===== config.mk =====
export PLATFORM = sky130hd
export DESIGN_NAME = sbenrd_top
export DESIGN_NICKNAME = d
export VERILOG_FILES = /design/src/sbenrd_pkg.sv /design/src/sbenrd_top.sv /design/src/sbenrd_notice_gen.sv
export SDC_FILE = /design/constraint.sdc
export NUM_CORES = 1
export LEC_CHECK = 0
export BUFFER_PORTS_ARGS = -buffer_cell sky130_fd_sc_hd__buf_2
export CORE_MARGIN = 3
export CORE_UTILIZATION = 40
export CTS_CLUSTER_DIAMETER = 80
export DETAILED_ROUTE_END_ITERATION = 8
export MAX_ROUTING_LAYER = met4
export PLACE_DENSITY_LB_ADDON = 0.05
export SYNTH_ARGS = -nofsm -noshare
export SYNTH_HDL_FRONTEND = slang
export SYNTH_SLANG_ARGS = --single-unit

===== constraint.sdc =====
create_clock -name CLK -period 3.55 [get_ports CLK]
set_clock_uncertainty 0.05 [all_clocks]
set_input_delay 0.1775 -clock CLK [delete_from_list [all_inputs] [get_ports CLK]]
set_output_delay 0.1775 -clock CLK [all_outputs]
set_load 0.05 [all_outputs]

===== src/sbenrd_pkg.sv =====
// shared constants and carriers for sideband notice and receive drop logic
package sbenrd_pkg;

  // --------------------------------------------------------------
  // clock and timing
  // --------------------------------------------------------------
  localparam int CLK_HZ        = 50_000_000;
  localparam int INIT_HOLD_NS  = 1000;
  localparam int INIT_HOLD_CYC = (INIT_HOLD_NS * (CLK_HZ / 1_000_000) + 999) / 1000;
  localparam int HOLD_W        = 8;

  // --------------------------------------------------------------
  // register map (byte addresses)
  // --------------------------------------------------------------
  localparam logic [7:0] OFS_CTRL    = 8'h00;
  localparam logic [7:0] OFS_STATUS  = 8'h04;
  localparam logic [7:0] OFS_ENABLE  = 8'h08;
  localparam logic [7:0] OFS_DROP0   = 8'h10;
  localparam logic [7:0] OFS_RETRY   = 8'h30;

  // ctrl fields
  localparam int CTRL_CHAN_LSB   = 0;
  localparam int CTRL_VENDOR_BIT = 8;
  localparam int CTRL_INIT_BIT   = 9;
  localparam logic [7:0] CHAN_RST = 8'h00;

  // status fields
  localparam int ST_STATE_LSB   = 0;
  localparam int ST_PEND_LSB    = 4;
  localparam int ST_SYNCERR_BIT = 8;
  localparam int ST_IID_LSB     = 16;

  // enable fields
  localparam int EN_MASK_LSB = 0;
  localparam int EN_TAG_LSB  = 8;

  // --------------------------------------------------------------
  // packet constants
  // --------------------------------------------------------------
  localparam int         N_KIND      = 3;
  localparam int         N_CAUSE     = 7;
  localparam int         CNT_W       = 16;
  localparam logic [10:0] LEN_MIN    = 11'd64;
  localparam logic [10:0] LEN_MAX    = 11'd1518;
  localparam logic [10:0] LEN_VENDOR = 11'd1536;
  localparam logic [7:0] HDR_REV     = 8'h01;
  localparam logic [7:0] NOTICE_IID  = 8'h00;
  localparam logic [7:0] NOTICE_TYPE = 8'hff;
  localparam logic [7:0] KIND_CODE0  = 8'h00;

  // event kinds, index into enable mask
  localparam int KIND_LINK   = 0;
  localparam int KIND_DRIVER = 1;
  localparam int KIND_RESET  = 2;

  // drop causes, index into counters, lowest index wins
  localparam int CAUSE_TRANS = 0;
  localparam int CAUSE_FCS   = 1;
  localparam int CAUSE_LEN   = 2;
  localparam int CAUSE_CSUM  = 3;
  localparam int CAUSE_CHAN  = 4;
  localparam int CAUSE_REV   = 5;
  localparam int CAUSE_RES   = 6;

  typedef enum logic [2:0] {
    CH_ACTIVE  = 3'h1,
    CH_ENTRY   = 3'h2,
    CH_INITIAL = 3'h4
  } sbenrd_chan_type;

  typedef struct packed {
    logic [10:0] length;
    logic        fcs_ok;
    logic        csum_present;
    logic        csum_ok;
    logic [7:0]  channel_identifier;
    logic        is_command;
    logic        is_vendor;
    logic [7:0]  revision;
    logic [7:0]  instance_identifier;
  } sbenrd_rxdesc_type;

  typedef struct packed {
    logic [7:0] channel_identifier;
    logic [7:0] instance_identifier;
    logic [7:0] host_tag;
    logic [7:0] packet_type;
    logic [7:0] event_code;
  } sbenrd_notice_type;

endpackage


===== src/sbenrd_top.sv =====
// event notice source and receive drop filter with axi4-lite registers
`timescale 1ns/100ps

module sbenrd_top (
  input  wire logic                          CLK,
  input  wire logic                          RESETN,
  // axi4-lite slave
  input  wire logic [7:0]                    S_AXI_AWADDR,
  input  wire logic                          S_AXI_AWVALID,
  output logic                               S_AXI_AWREADY,
  input  wire logic [31:0]                   S_AXI_WDATA,
  input  wire logic [3:0]                    S_AXI_WSTRB,
  input  wire logic                          S_AXI_WVALID,
  output logic                               S_AXI_WREADY,
  output logic [1:0]                         S_AXI_BRESP,
  output logic                               S_AXI_BVALID,
  input  wire logic                          S_AXI_BREADY,
  input  wire logic [7:0]                    S_AXI_ARADDR,
  input  wire logic                          S_AXI_ARVALID,
  output logic                               S_AXI_ARREADY,
  output logic [31:0]                        S_AXI_RDATA,
  output logic [1:0]                         S_AXI_RRESP,
  output logic                               S_AXI_RVALID,
  input  wire logic                          S_AXI_RREADY,
  // events and event enable command
  input  wire logic [sbenrd_pkg::N_KIND-1:0] EVENT_PULSE,
  input  wire logic                          EVENT_ENABLE_COMMAND,
  input  wire logic [sbenrd_pkg::N_KIND-1:0] EVENT_ENABLE_MASK,
  input  wire logic [7:0]                    EVENT_ENABLE_TAG,
  // notice transmit
  input  wire logic                          TX_ALLOW,
  output logic                               NOTICE_VALID,
  input  wire logic                          NOTICE_READY,
  output sbenrd_pkg::sbenrd_notice_type      NOTICE,
  // receive descriptor at end of frame
  input  wire logic                          RX_DONE,
  input  wire sbenrd_pkg::sbenrd_rxdesc_type RX_DESC,
  input  wire logic                          RX_RESOURCE_READY,
  output logic                               RX_PASS,
  output logic                               RX_RETRY,
  output logic                               RX_DROP,
  output logic [sbenrd_pkg::N_CAUSE-1:0]     RX_DROP_CAUSE,
  // error inputs
  input  wire logic                          RESP_VALID,
  input  wire logic [15:0]                   RESP_CODE,
  input  wire logic                          CONFIG_ERROR,
  input  wire logic                          CMD_LATE_FAIL,
  output logic                               CHAN_INITIAL
);
  import sbenrd_pkg::*;

  // --------------------------------------------------------------
  // declarations
  // --------------------------------------------------------------
  sbenrd_chan_type   chan_state;
  sbenrd_chan_type   next_chan_state;
  logic [HOLD_W-1:0] hold_cnt;
  logic [7:0]        chan_id;
  logic              vendor_long;
  logic [N_KIND-1:0] enable_mask;
  logic [7:0]        host_tag;
  logic [N_KIND-1:0] pend;
  logic [N_KIND-1:0] taken_kind;
  logic              notice_taken;
  logic              sync_err;
  logic [7:0]        last_iid;
  logic              iid_seen;
  logic [CNT_W-1:0]  retry_cnt;
  logic [CNT_W-1:0]  drop_cnt [N_CAUSE];
  logic [N_CAUSE-1:0] causes;
  logic [N_CAUSE-1:0] first_cause;
  logic              async_err;
  logic              soft_init;
  logic              aw_held;
  logic              w_held;
  logic [7:0]        aw_addr;
  logic [31:0]       w_data;
  logic [3:0]        w_strb;
  logic              wr_fire;
  logic              rd_fire;

  // --------------------------------------------------------------
  // helpers
  // --------------------------------------------------------------
  function automatic logic [N_CAUSE-1:0] find_causes(
    input sbenrd_rxdesc_type d,
    input logic [7:0]        exp_chan,
    input logic              long_ok,
    input logic              res_ok,
    input logic              in_entry
  );
    logic [10:0] lim;
    logic [N_CAUSE-1:0] c;
    lim = (long_ok && d.is_vendor) ? LEN_VENDOR : LEN_MAX;
    c = '0;
    c[CAUSE_TRANS] = in_entry;
    c[CAUSE_FCS]   = !d.fcs_ok;
    c[CAUSE_LEN]   = (d.length < LEN_MIN) || (d.length > lim);
    c[CAUSE_CSUM]  = d.csum_present && !d.csum_ok;
    c[CAUSE_CHAN]  = d.channel_identifier != exp_chan;
    c[CAUSE_REV]   = d.is_command && (d.revision != HDR_REV);
    c[CAUSE_RES]   = !res_ok;
    return c;
  endfunction

  function automatic logic [31:0] place8(input logic [7:0] v, input int lsb);
    return 32'(v) << lsb;
  endfunction

  function automatic logic [31:0] merge(
    input logic [31:0] old_v,
    input logic [31:0] new_v,
    input logic [3:0]  strb
  );
    logic [31:0] r;
    r = old_v;
    for (int b = 0; b < 4; b++) begin
      if (strb[b]) begin
        r[8*b +: 8] = new_v[8*b +: 8];
      end
    end
    return r;
  endfunction

  // --------------------------------------------------------------
  // channel state: active, entry into initial, initial
  // --------------------------------------------------------------
  assign async_err    = CONFIG_ERROR || CMD_LATE_FAIL || soft_init;
  assign CHAN_INITIAL = chan_state != CH_ACTIVE;

  always_comb begin
    next_chan_state = chan_state;
    case (chan_state)
      CH_ACTIVE: begin
        if (async_err) begin
          next_chan_state = CH_ENTRY;
        end
      end
      CH_ENTRY: begin
        if (hold_cnt == HOLD_W'(INIT_HOLD_CYC - 1)) begin
          next_chan_state = CH_INITIAL;
        end
      end
      CH_INITIAL: begin
        if (EVENT_ENABLE_COMMAND) begin
          next_chan_state = CH_ACTIVE;
        end
      end
      default: begin
        next_chan_state = CH_INITIAL;
      end
    endcase
  end

  always_ff @(posedge CLK or negedge RESETN) begin
    if (!RESETN) begin
      chan_state <= CH_INITIAL;
    end else begin
      chan_state <= next_chan_state;
    end
  end

  always_ff @(posedge CLK or negedge RESETN) begin
    if (!RESETN) begin
      hold_cnt <= '0;
    end else if (chan_state == CH_ENTRY) begin
      hold_cnt <= hold_cnt + 1'b1;
    end else begin
      hold_cnt <= '0;
    end
  end

  // --------------------------------------------------------------
  // event enable command and pending notices
  // --------------------------------------------------------------
  // a retried enable command simply rewrites the same values
  always_ff @(posedge CLK or negedge RESETN) begin
    if (!RESETN) begin
      enable_mask <= '0;
      host_tag    <= '0;
    end else if (chan_state == CH_ENTRY) begin
      enable_mask <= '0;
    end else if (EVENT_ENABLE_COMMAND) begin
      enable_mask <= EVENT_ENABLE_MASK;
      host_tag    <= EVENT_ENABLE_TAG;
    end
  end

  // new event wins over the clear of an older one of the same kind
  always_ff @(posedge CLK or negedge RESETN) begin
    if (!RESETN) begin
      pend <= '0;
    end else if (chan_state != CH_ACTIVE) begin
      pend <= '0;
    end else begin
      pend <= (pend & ~taken_kind) | (EVENT_PULSE & enable_mask);
    end
  end

  sbenrd_notice_gen u_notice (
    .CLK          (CLK),
    .RESETN       (RESETN),
    .pend         (pend),
    .tx_allow     (TX_ALLOW),
    .chan_id      (chan_id),
    .host_tag     (host_tag),
    .taken        (notice_taken),
    .taken_kind   (taken_kind),
    .notice_valid (NOTICE_VALID),
    .notice_ready (NOTICE_READY),
    .notice       (NOTICE)
  );

  // --------------------------------------------------------------
  // receive drop filter
  // --------------------------------------------------------------
  assign causes = find_causes(RX_DESC, chan_id, vendor_long, RX_RESOURCE_READY,
                              chan_state == CH_ENTRY);
  assign first_cause = causes & (~causes + 1'b1);

  // a drop sends no answer and touches no channel state
  always_ff @(posedge CLK or negedge RESETN) begin
    if (!RESETN) begin
      RX_PASS       <= 1'b0;
      RX_DROP       <= 1'b0;
      RX_RETRY      <= 1'b0;
      RX_DROP_CAUSE <= '0;
    end else begin
      RX_PASS       <= RX_DONE && (causes == '0);
      RX_DROP       <= RX_DONE && (causes != '0);
      RX_RETRY      <= RX_DONE && (causes == '0) && iid_seen &&
                       (RX_DESC.instance_identifier == last_iid);
      RX_DROP_CAUSE <= RX_DONE ? first_cause : '0;
    end
  end

  always_ff @(posedge CLK or negedge RESETN) begin
    if (!RESETN) begin
      last_iid <= '0;
      iid_seen <= 1'b0;
    end else if (RX_DONE && (causes == '0) && RX_DESC.is_command) begin
      last_iid <= RX_DESC.instance_identifier;
      iid_seen <= 1'b1;
    end
  end

  always_ff @(posedge CLK or negedge RESETN) begin
    if (!RESETN) begin
      retry_cnt <= '0;
    end else if (RX_RETRY) begin
      retry_cnt <= retry_cnt + 1'b1;
    end
  end

  // statistics only; counters saturate rather than wrap
  for (genvar g = 0; g < N_CAUSE; g++) begin : g_drop
    always_ff @(posedge CLK or negedge RESETN) begin
      if (!RESETN) begin
        drop_cnt[g] <= '0;
      end else if (RX_DROP_CAUSE[g] && (drop_cnt[g] != '1)) begin
        drop_cnt[g] <= drop_cnt[g] + 1'b1;
      end
    end
  end

  // sticky; a new failure wins over a same-cycle clear
  always_ff @(posedge CLK or negedge RESETN) begin
    if (!RESETN) begin
      sync_err <= 1'b0;
    end else if (RESP_VALID && (RESP_CODE != 16'h0000)) begin
      sync_err <= 1'b1;
    end else if (wr_fire && (aw_addr == OFS_STATUS) && w_strb[1] &&
                 w_data[ST_SYNCERR_BIT]) begin
      sync_err <= 1'b0;
    end
  end

  // --------------------------------------------------------------
  // axi4-lite write
  // --------------------------------------------------------------
  assign S_AXI_AWREADY = !aw_held && !S_AXI_BVALID;
  assign S_AXI_WREADY  = !w_held && !S_AXI_BVALID;
  assign wr_fire       = aw_held && w_held && !S_AXI_BVALID;

  always_ff @(posedge CLK or negedge RESETN) begin
    if (!RESETN) begin
      aw_held <= 1'b0;
      aw_addr <= '0;
    end else if (S_AXI_AWVALID && S_AXI_AWREADY) begin
      aw_held <= 1'b1;
      aw_addr <= S_AXI_AWADDR;
    end else if (wr_fire) begin
      aw_held <= 1'b0;
    end
  end

  always_ff @(posedge CLK or negedge RESETN) begin
    if (!RESETN) begin
      w_held <= 1'b0;
      w_data <= '0;
      w_strb <= '0;
    end else if (S_AXI_WVALID && S_AXI_WREADY) begin
      w_held <= 1'b1;
      w_data <= S_AXI_WDATA;
      w_strb <= S_AXI_WSTRB;
    end else if (wr_fire) begin
      w_held <= 1'b0;
    end
  end

  always_ff @(posedge CLK or negedge RESETN) begin
    if (!RESETN) begin
      S_AXI_BVALID <= 1'b0;
      S_AXI_BRESP  <= 2'h0;
    end else if (wr_fire) begin
      S_AXI_BVALID <= 1'b1;
      S_AXI_BRESP  <= (aw_addr == OFS_CTRL || aw_addr == OFS_STATUS) ? 2'h0 : 2'h2;
    end else if (S_AXI_BREADY) begin
      S_AXI_BVALID <= 1'b0;
    end
  end

  always_ff @(posedge CLK or negedge RESETN) begin
    if (!RESETN) begin
      chan_id     <= CHAN_RST;
      vendor_long <= 1'b0;
      soft_init   <= 1'b0;
    end else begin
      soft_init <= 1'b0;
      if (wr_fire && aw_addr == OFS_CTRL) begin
        {vendor_long, chan_id} <= 9'(merge({23'h0, vendor_long, chan_id}, w_data, w_strb));
        soft_init              <= w_strb[1] && w_data[CTRL_INIT_BIT];
      end
    end
  end

  // --------------------------------------------------------------
  // axi4-lite read
  // --------------------------------------------------------------
  assign S_AXI_ARREADY = !S_AXI_RVALID;
  assign rd_fire       = S_AXI_ARVALID && S_AXI_ARREADY;

  always_ff @(posedge CLK or negedge RESETN) begin
    if (!RESETN) begin
      S_AXI_RVALID <= 1'b0;
      S_AXI_RDATA  <= '0;
      S_AXI_RRESP  <= 2'h0;
    end else if (rd_fire) begin
      S_AXI_RVALID <= 1'b1;
      S_AXI_RRESP  <= 2'h0;
      S_AXI_RDATA  <= '0;
      case (S_AXI_ARADDR)
        OFS_CTRL:   S_AXI_RDATA <= place8(chan_id, CTRL_CHAN_LSB) |
                                   (32'(vendor_long) << CTRL_VENDOR_BIT);
        OFS_STATUS: S_AXI_RDATA <= place8(8'(chan_state), ST_STATE_LSB) |
                                   place8(8'(pend), ST_PEND_LSB) |
                                   (32'(sync_err) << ST_SYNCERR_BIT) |
                                   place8(last_iid, ST_IID_LSB);
        OFS_ENABLE: S_AXI_RDATA <= place8(8'(enable_mask), EN_MASK_LSB) |
                                   place8(host_tag, EN_TAG_LSB);
        OFS_RETRY:  S_AXI_RDATA <= 32'(retry_cnt);
        default: begin
          if (S_AXI_ARADDR >= OFS_DROP0 &&
              S_AXI_ARADDR < OFS_DROP0 + 8'(4 * N_CAUSE) && S_AXI_ARADDR[1:0] == 2'h0) begin
            S_AXI_RDATA <= 32'(drop_cnt[3'(S_AXI_ARADDR[7:2] - OFS_DROP0[7:2])]);
          end else begin
            S_AXI_RRESP <= 2'h2;
          end
        end
      endcase
    end else if (S_AXI_RREADY) begin
      S_AXI_RVALID <= 1'b0;
    end
  end

endmodule


===== src/sbenrd_notice_gen.sv =====
// builds event notice packet headers from pending events
`timescale 1ns/100ps

module sbenrd_notice_gen (
  input  wire logic                          CLK,
  input  wire logic                          RESETN,
  input  wire logic [sbenrd_pkg::N_KIND-1:0] pend,
  input  wire logic                          tx_allow,
  input  wire logic [7:0]                    chan_id,
  input  wire logic [7:0]                    host_tag,
  output logic                               taken,
  output logic [sbenrd_pkg::N_KIND-1:0]      taken_kind,
  output logic                               notice_valid,
  input  wire logic                          notice_ready,
  output sbenrd_pkg::sbenrd_notice_type      notice
);
  import sbenrd_pkg::*;

  logic [N_KIND-1:0] pick;
  logic [7:0]        pick_code;

  // lowest pending kind first; others wait their turn
  always_comb begin
    pick      = '0;
    pick_code = KIND_CODE0;
    for (int k = N_KIND - 1; k >= 0; k--) begin
      if (pend[k]) begin
        pick      = '0;
        pick[k]   = 1'b1;
        pick_code = KIND_CODE0 + 8'(k);
      end
    end
  end

  // one header in flight; held while the link may not send
  assign taken      = !notice_valid && tx_allow && (|pend);
  assign taken_kind = taken ? pick : '0;

  always_ff @(posedge CLK or negedge RESETN) begin
    if (!RESETN) begin
      notice_valid <= 1'b0;
    end else if (taken) begin
      notice_valid <= 1'b1;
    end else if (notice_ready) begin
      notice_valid <= 1'b0;
    end
  end

  always_ff @(posedge CLK or negedge RESETN) begin
    if (!RESETN) begin
      notice <= '0;
    end else if (taken) begin
      notice.channel_identifier  <= chan_id;
      notice.instance_identifier <= NOTICE_IID;
      notice.host_tag            <= host_tag;
      notice.packet_type         <= NOTICE_TYPE;
      notice.event_code          <= pick_code;
    end
  end

endmodule


==> key figures <==
Synth
  • Synth top cells by count: dfrtp_1, xnor2_1, nor2_1, nand2_1, mux2_2
  • Post-synth top flop: dfrtp_1
  • Post-synth cell types: 69
  • Area share of the largest cell type after synthesis: 0.5084
  • Post-Syn Area: 12400 um^2
  • Cell count after synthesis: 1111
  • Yosys top cell by area: dfrtp_1
  • Ranking of synthesized cells by area: dfrtp_1, xnor2_1, mux2_2, mux4_2, xor2_1
  • Syn. warnings: 0
  • #FFs+latches synth: 253
  • Asr flop ratio synth: 1.000
  • Seq/Total Area, Yosys: 0.5105
  • Avg Synthesized Cell Area: 11.16 um^2
  • EDFF count, synth: 0
  • Count leader, synth: dfrtp_1

Global route
  • First-pass GRT wire length: 50380 um
  • Total GRT Usage: 0.1936
  • Busiest grt layer: met2
  • Met1 usage: 0.2831
  • Antenna violations before repair: 1
  • GR Overflow Total: 0
  • GR Util met2: 0.2941
  • Largest net degree at the start of global routing: 117
  • Vias in the first global route: 8953
  • Met3 usage: 0.02751

Clock tree
  • H-tree levels: 1
  • CTS Hold Bufs: 64
  • Clock sinks: 253
  • Root buf cell: clkbuf_16
  • CTS tree: built
  • Worst skew pair latency: 0.54 ns
  • Clock buffer depth: 3
  • Post-CTS setup buffer count: 0
  • Post-CTS Resized: 0
  • Worst-path clk slew: 0.06 ns
  • Num CTS Buffers: 28

Floorplanning
  • I/O pin cnt: 230
  • Initial Utilization: 0.4119
  • Die W: 182.1 um
  • Total die area: 33160 um^2
  • Die H: 182.1 um
  • Row count: 63
  • Core box area: 30110 um^2

Outcome
  • Outcome: completed

Final layout
  • Nets: 1511
  • Final Util: 0.5069
  • Multi-input logic area: 5703 um^2
  • Layout Area Growth over Synthesis: 23.07%
  • Filler Cells Inserted: 2789
  • Area occupied by registers: 6332 um^2
  • Layout cells sized above 1: 0.2554
  • Final Instance Area: 15260 um^2

Min path
  • Hold path startpoint: TX_ALLOW
  • Hold Path Class: input port to flop
  • Depth of the worst hold-timing path: 4
  • Hold Path Sink: u_notice.notice[0]

Power
  • Sw Pwr: 2.665 mW
  • Clock power share: 0.358
  • Maximum vdd drop: 466.6 uV
  • Cell Pwr Density: 550.9 nW/um^2
  • Pleak: 7.071 nW
  • Switching Share: 0.3169
  • Seq pwr share: 0.430
  • Internal power: 5.744 mW
  • Combinational Power Share: 0.212

STA
  • Max-slew headroom: 0.2713
  • Final-report hold violation count: 0
  • Final setup violation count: 0
  • Worst-margin pin slew: 1.091 ns
  • Fmax: 354.9 MHz
  • Period minus WS final: 2.817 ns
  • Setup TNS: 0 ns
  • Final slew viol count: 0
  • Final cycle utilization of the critical path: 0.7936
  • RSZ-0062 raised after global routing: false

Setup path
  • Reg2reg setup slack: 0.73 ns
  • Critical path data required time: 3.93 ns
  • R2r worst-path depth: 9
  • Worst Setup End Kind: flop
  • Critical Path AT: 3.19 ns
  • Worst reg2reg path startpoint: vendor_long
  • Critical path peak fanout: 9
  • Critical Path Source Type: flop
  • Reg2reg end: last_iid[5]
  • CP Class: flop to flop

Detailed routing
  • Vias after detailed routing: 9168
  • Router iterations before antenna repair: 5
  • Iteration-0 DRC Markers: 573
  • Vias per cell: 5.171
  • DR WL/cell: 17.84 um
  • Drt drc: 0
  • Final WL: 31630 um
  • Antenna viol nets, final: 0

Run
  • Max-Cap Viols: 0

Placed design
  • Port bufs: 181
  • Placed inst area: 13650 um^2
  • Final GP Congestion: 0.8274
  • Final HPWL DP: 23210 um
## placed cells by master, fill, tap and decap left out, types with 5 or more instances in the layout
| master | Yosys | layout |
|---|---|---|
| or2_2 | 7 | 7 |
| dlygate4sd3_1 | 0 | 64 |
| xnor2_1 | 95 | 95 |
| nor2_1 | 83 | 83 |
| and4_1 | 7 | 7 |
| nor3_1 | 17 | 17 |
| nand3b_1 | 5 | 5 |
| a22o_1 | 9 | 9 |
| and2_1 | 11 | 11 |
| conb_1 | 1 | 24 |
| mux4_2 | 16 | 16 |
| ha_1 | 14 | 14 |
| a221oi_1 | 7 | 7 |
| buf_4 | 32 | 11 |
| buf_2 | 9 | 180 |
| and3_1 | 22 | 22 |
| clkbuf_16 | 0 | 29 |
| xor2_1 | 41 | 41 |
| dfrtp_1 | 252 | 252 |
| o21ai_0 | 31 | 31 |
| inv_1 | 23 | 23 |
| nand4_1 | 43 | 43 |
| a22oi_1 | 6 | 6 |
| nand3_1 | 55 | 55 |
| nor4_1 | 11 | 11 |
| mux2i_1 | 21 | 21 |
| a21oi_1 | 32 | 32 |
| a211oi_1 | 6 | 6 |
| nor2b_1 | 9 | 9 |
| clkinv_2 | 0 | 9 |
| mux2_2 | 70 | 70 |
| nand2_1 | 82 | 82 |
| a222oi_1 | 9 | 9 |
| nand2b_1 | 7 | 7 |
| clkbuf_8 | 0 | 9 |
## worst max-delay path by stage
stage | start | end | slack, ns | depth (start not counted)
floorplan | S_AXI_BVALID | w_data[0] | 1.06 | 4
global placement | vendor_long | last_iid[7] | 0.75 | 9
detailed placement | vendor_long | last_iid[5] | 0.74 | 9
CTS | vendor_long | last_iid[5] | 0.72 | 9
global route | vendor_long | last_iid[7] | 0.50 | 9
finish | vendor_long | last_iid[5] | 0.73 | 9
## worst max-delay path: stages, from the launching register on
cell,delay [ns]
dfrtp_1,0.50
nand2_2,0.12
inv_2,0.08
ha_1,0.18
or2_2,0.30
a211oi_1,0.18
o31a_1,0.18
a211oi_2,0.10
nor4_4,0.60
mux2_2,0.41
## logic make-up after synthesis
kind of cell / after synthesis / share of synthesized area
DFF: 253 / 0.5105
other: 1 / 0.0003023
muxes: 107 / 0.1096
AOI/OAI and AO/OA: 131 / 0.07243
and+or+nand+nor: 383 / 0.1604
xor gates and xnor gates: 136 / 0.09604
adders and majority gates: 14 / 0.01412
buffers and inverters: 86 / 0.03662
## state kept, by name, indices dropped and copies added (netlist names), 10 cells and up
signal and flops:
drop_cnt 112, w_data 10, S_AXI_RDATA 24, u_notice.notice 19, retry_cnt 16
## through the flow
step	instances	hold slack, ns	worst slack, ns	power [mW]
4_1_cts	1772	0.006303	0.7185	8.514
5_1_grt	1773	0.05334	0.5015	8.837
6_report	1773	0.02617	0.7326	8.409
2_1_floorplan	1134	-0.1681	1.060	4.924
3_3_place_gp	1656	0.2025	0.7478	5.393
3_5_place_dp	1656	0.1958	0.7370	5.412
## routing by layer
layer / vias to the layer above / wire length [um]
li1: 4423 / -
met1: 4510 / 15200
met2: 199 / 14600
met3: 36 / 1366
met4: 0 / 459
met5: - / 0
## area by class of cell
cell class	instances	area share
timing repair buffer	258	0.1100
multi-input combinational	795	0.3736
sequential	253	0.4148
clock inverter	12	0.007377
clock buffer	40	0.05615
inverter	24	0.005902
tap	390	0.03197
antenna	1	0.0001639
## power by group through the flow
stage	sequential [mW]	clock, mW	combinational, mW
finish	3.61	3.01	1.78
CTS	3.62	3.09	1.81
global placement	3.67	0	1.73
global route	3.68	3.22	1.94
detailed placement	3.67	0	1.74
floorplan	3.90	0	1.02
Note: power is estimated with default switching activity, not from simulation.
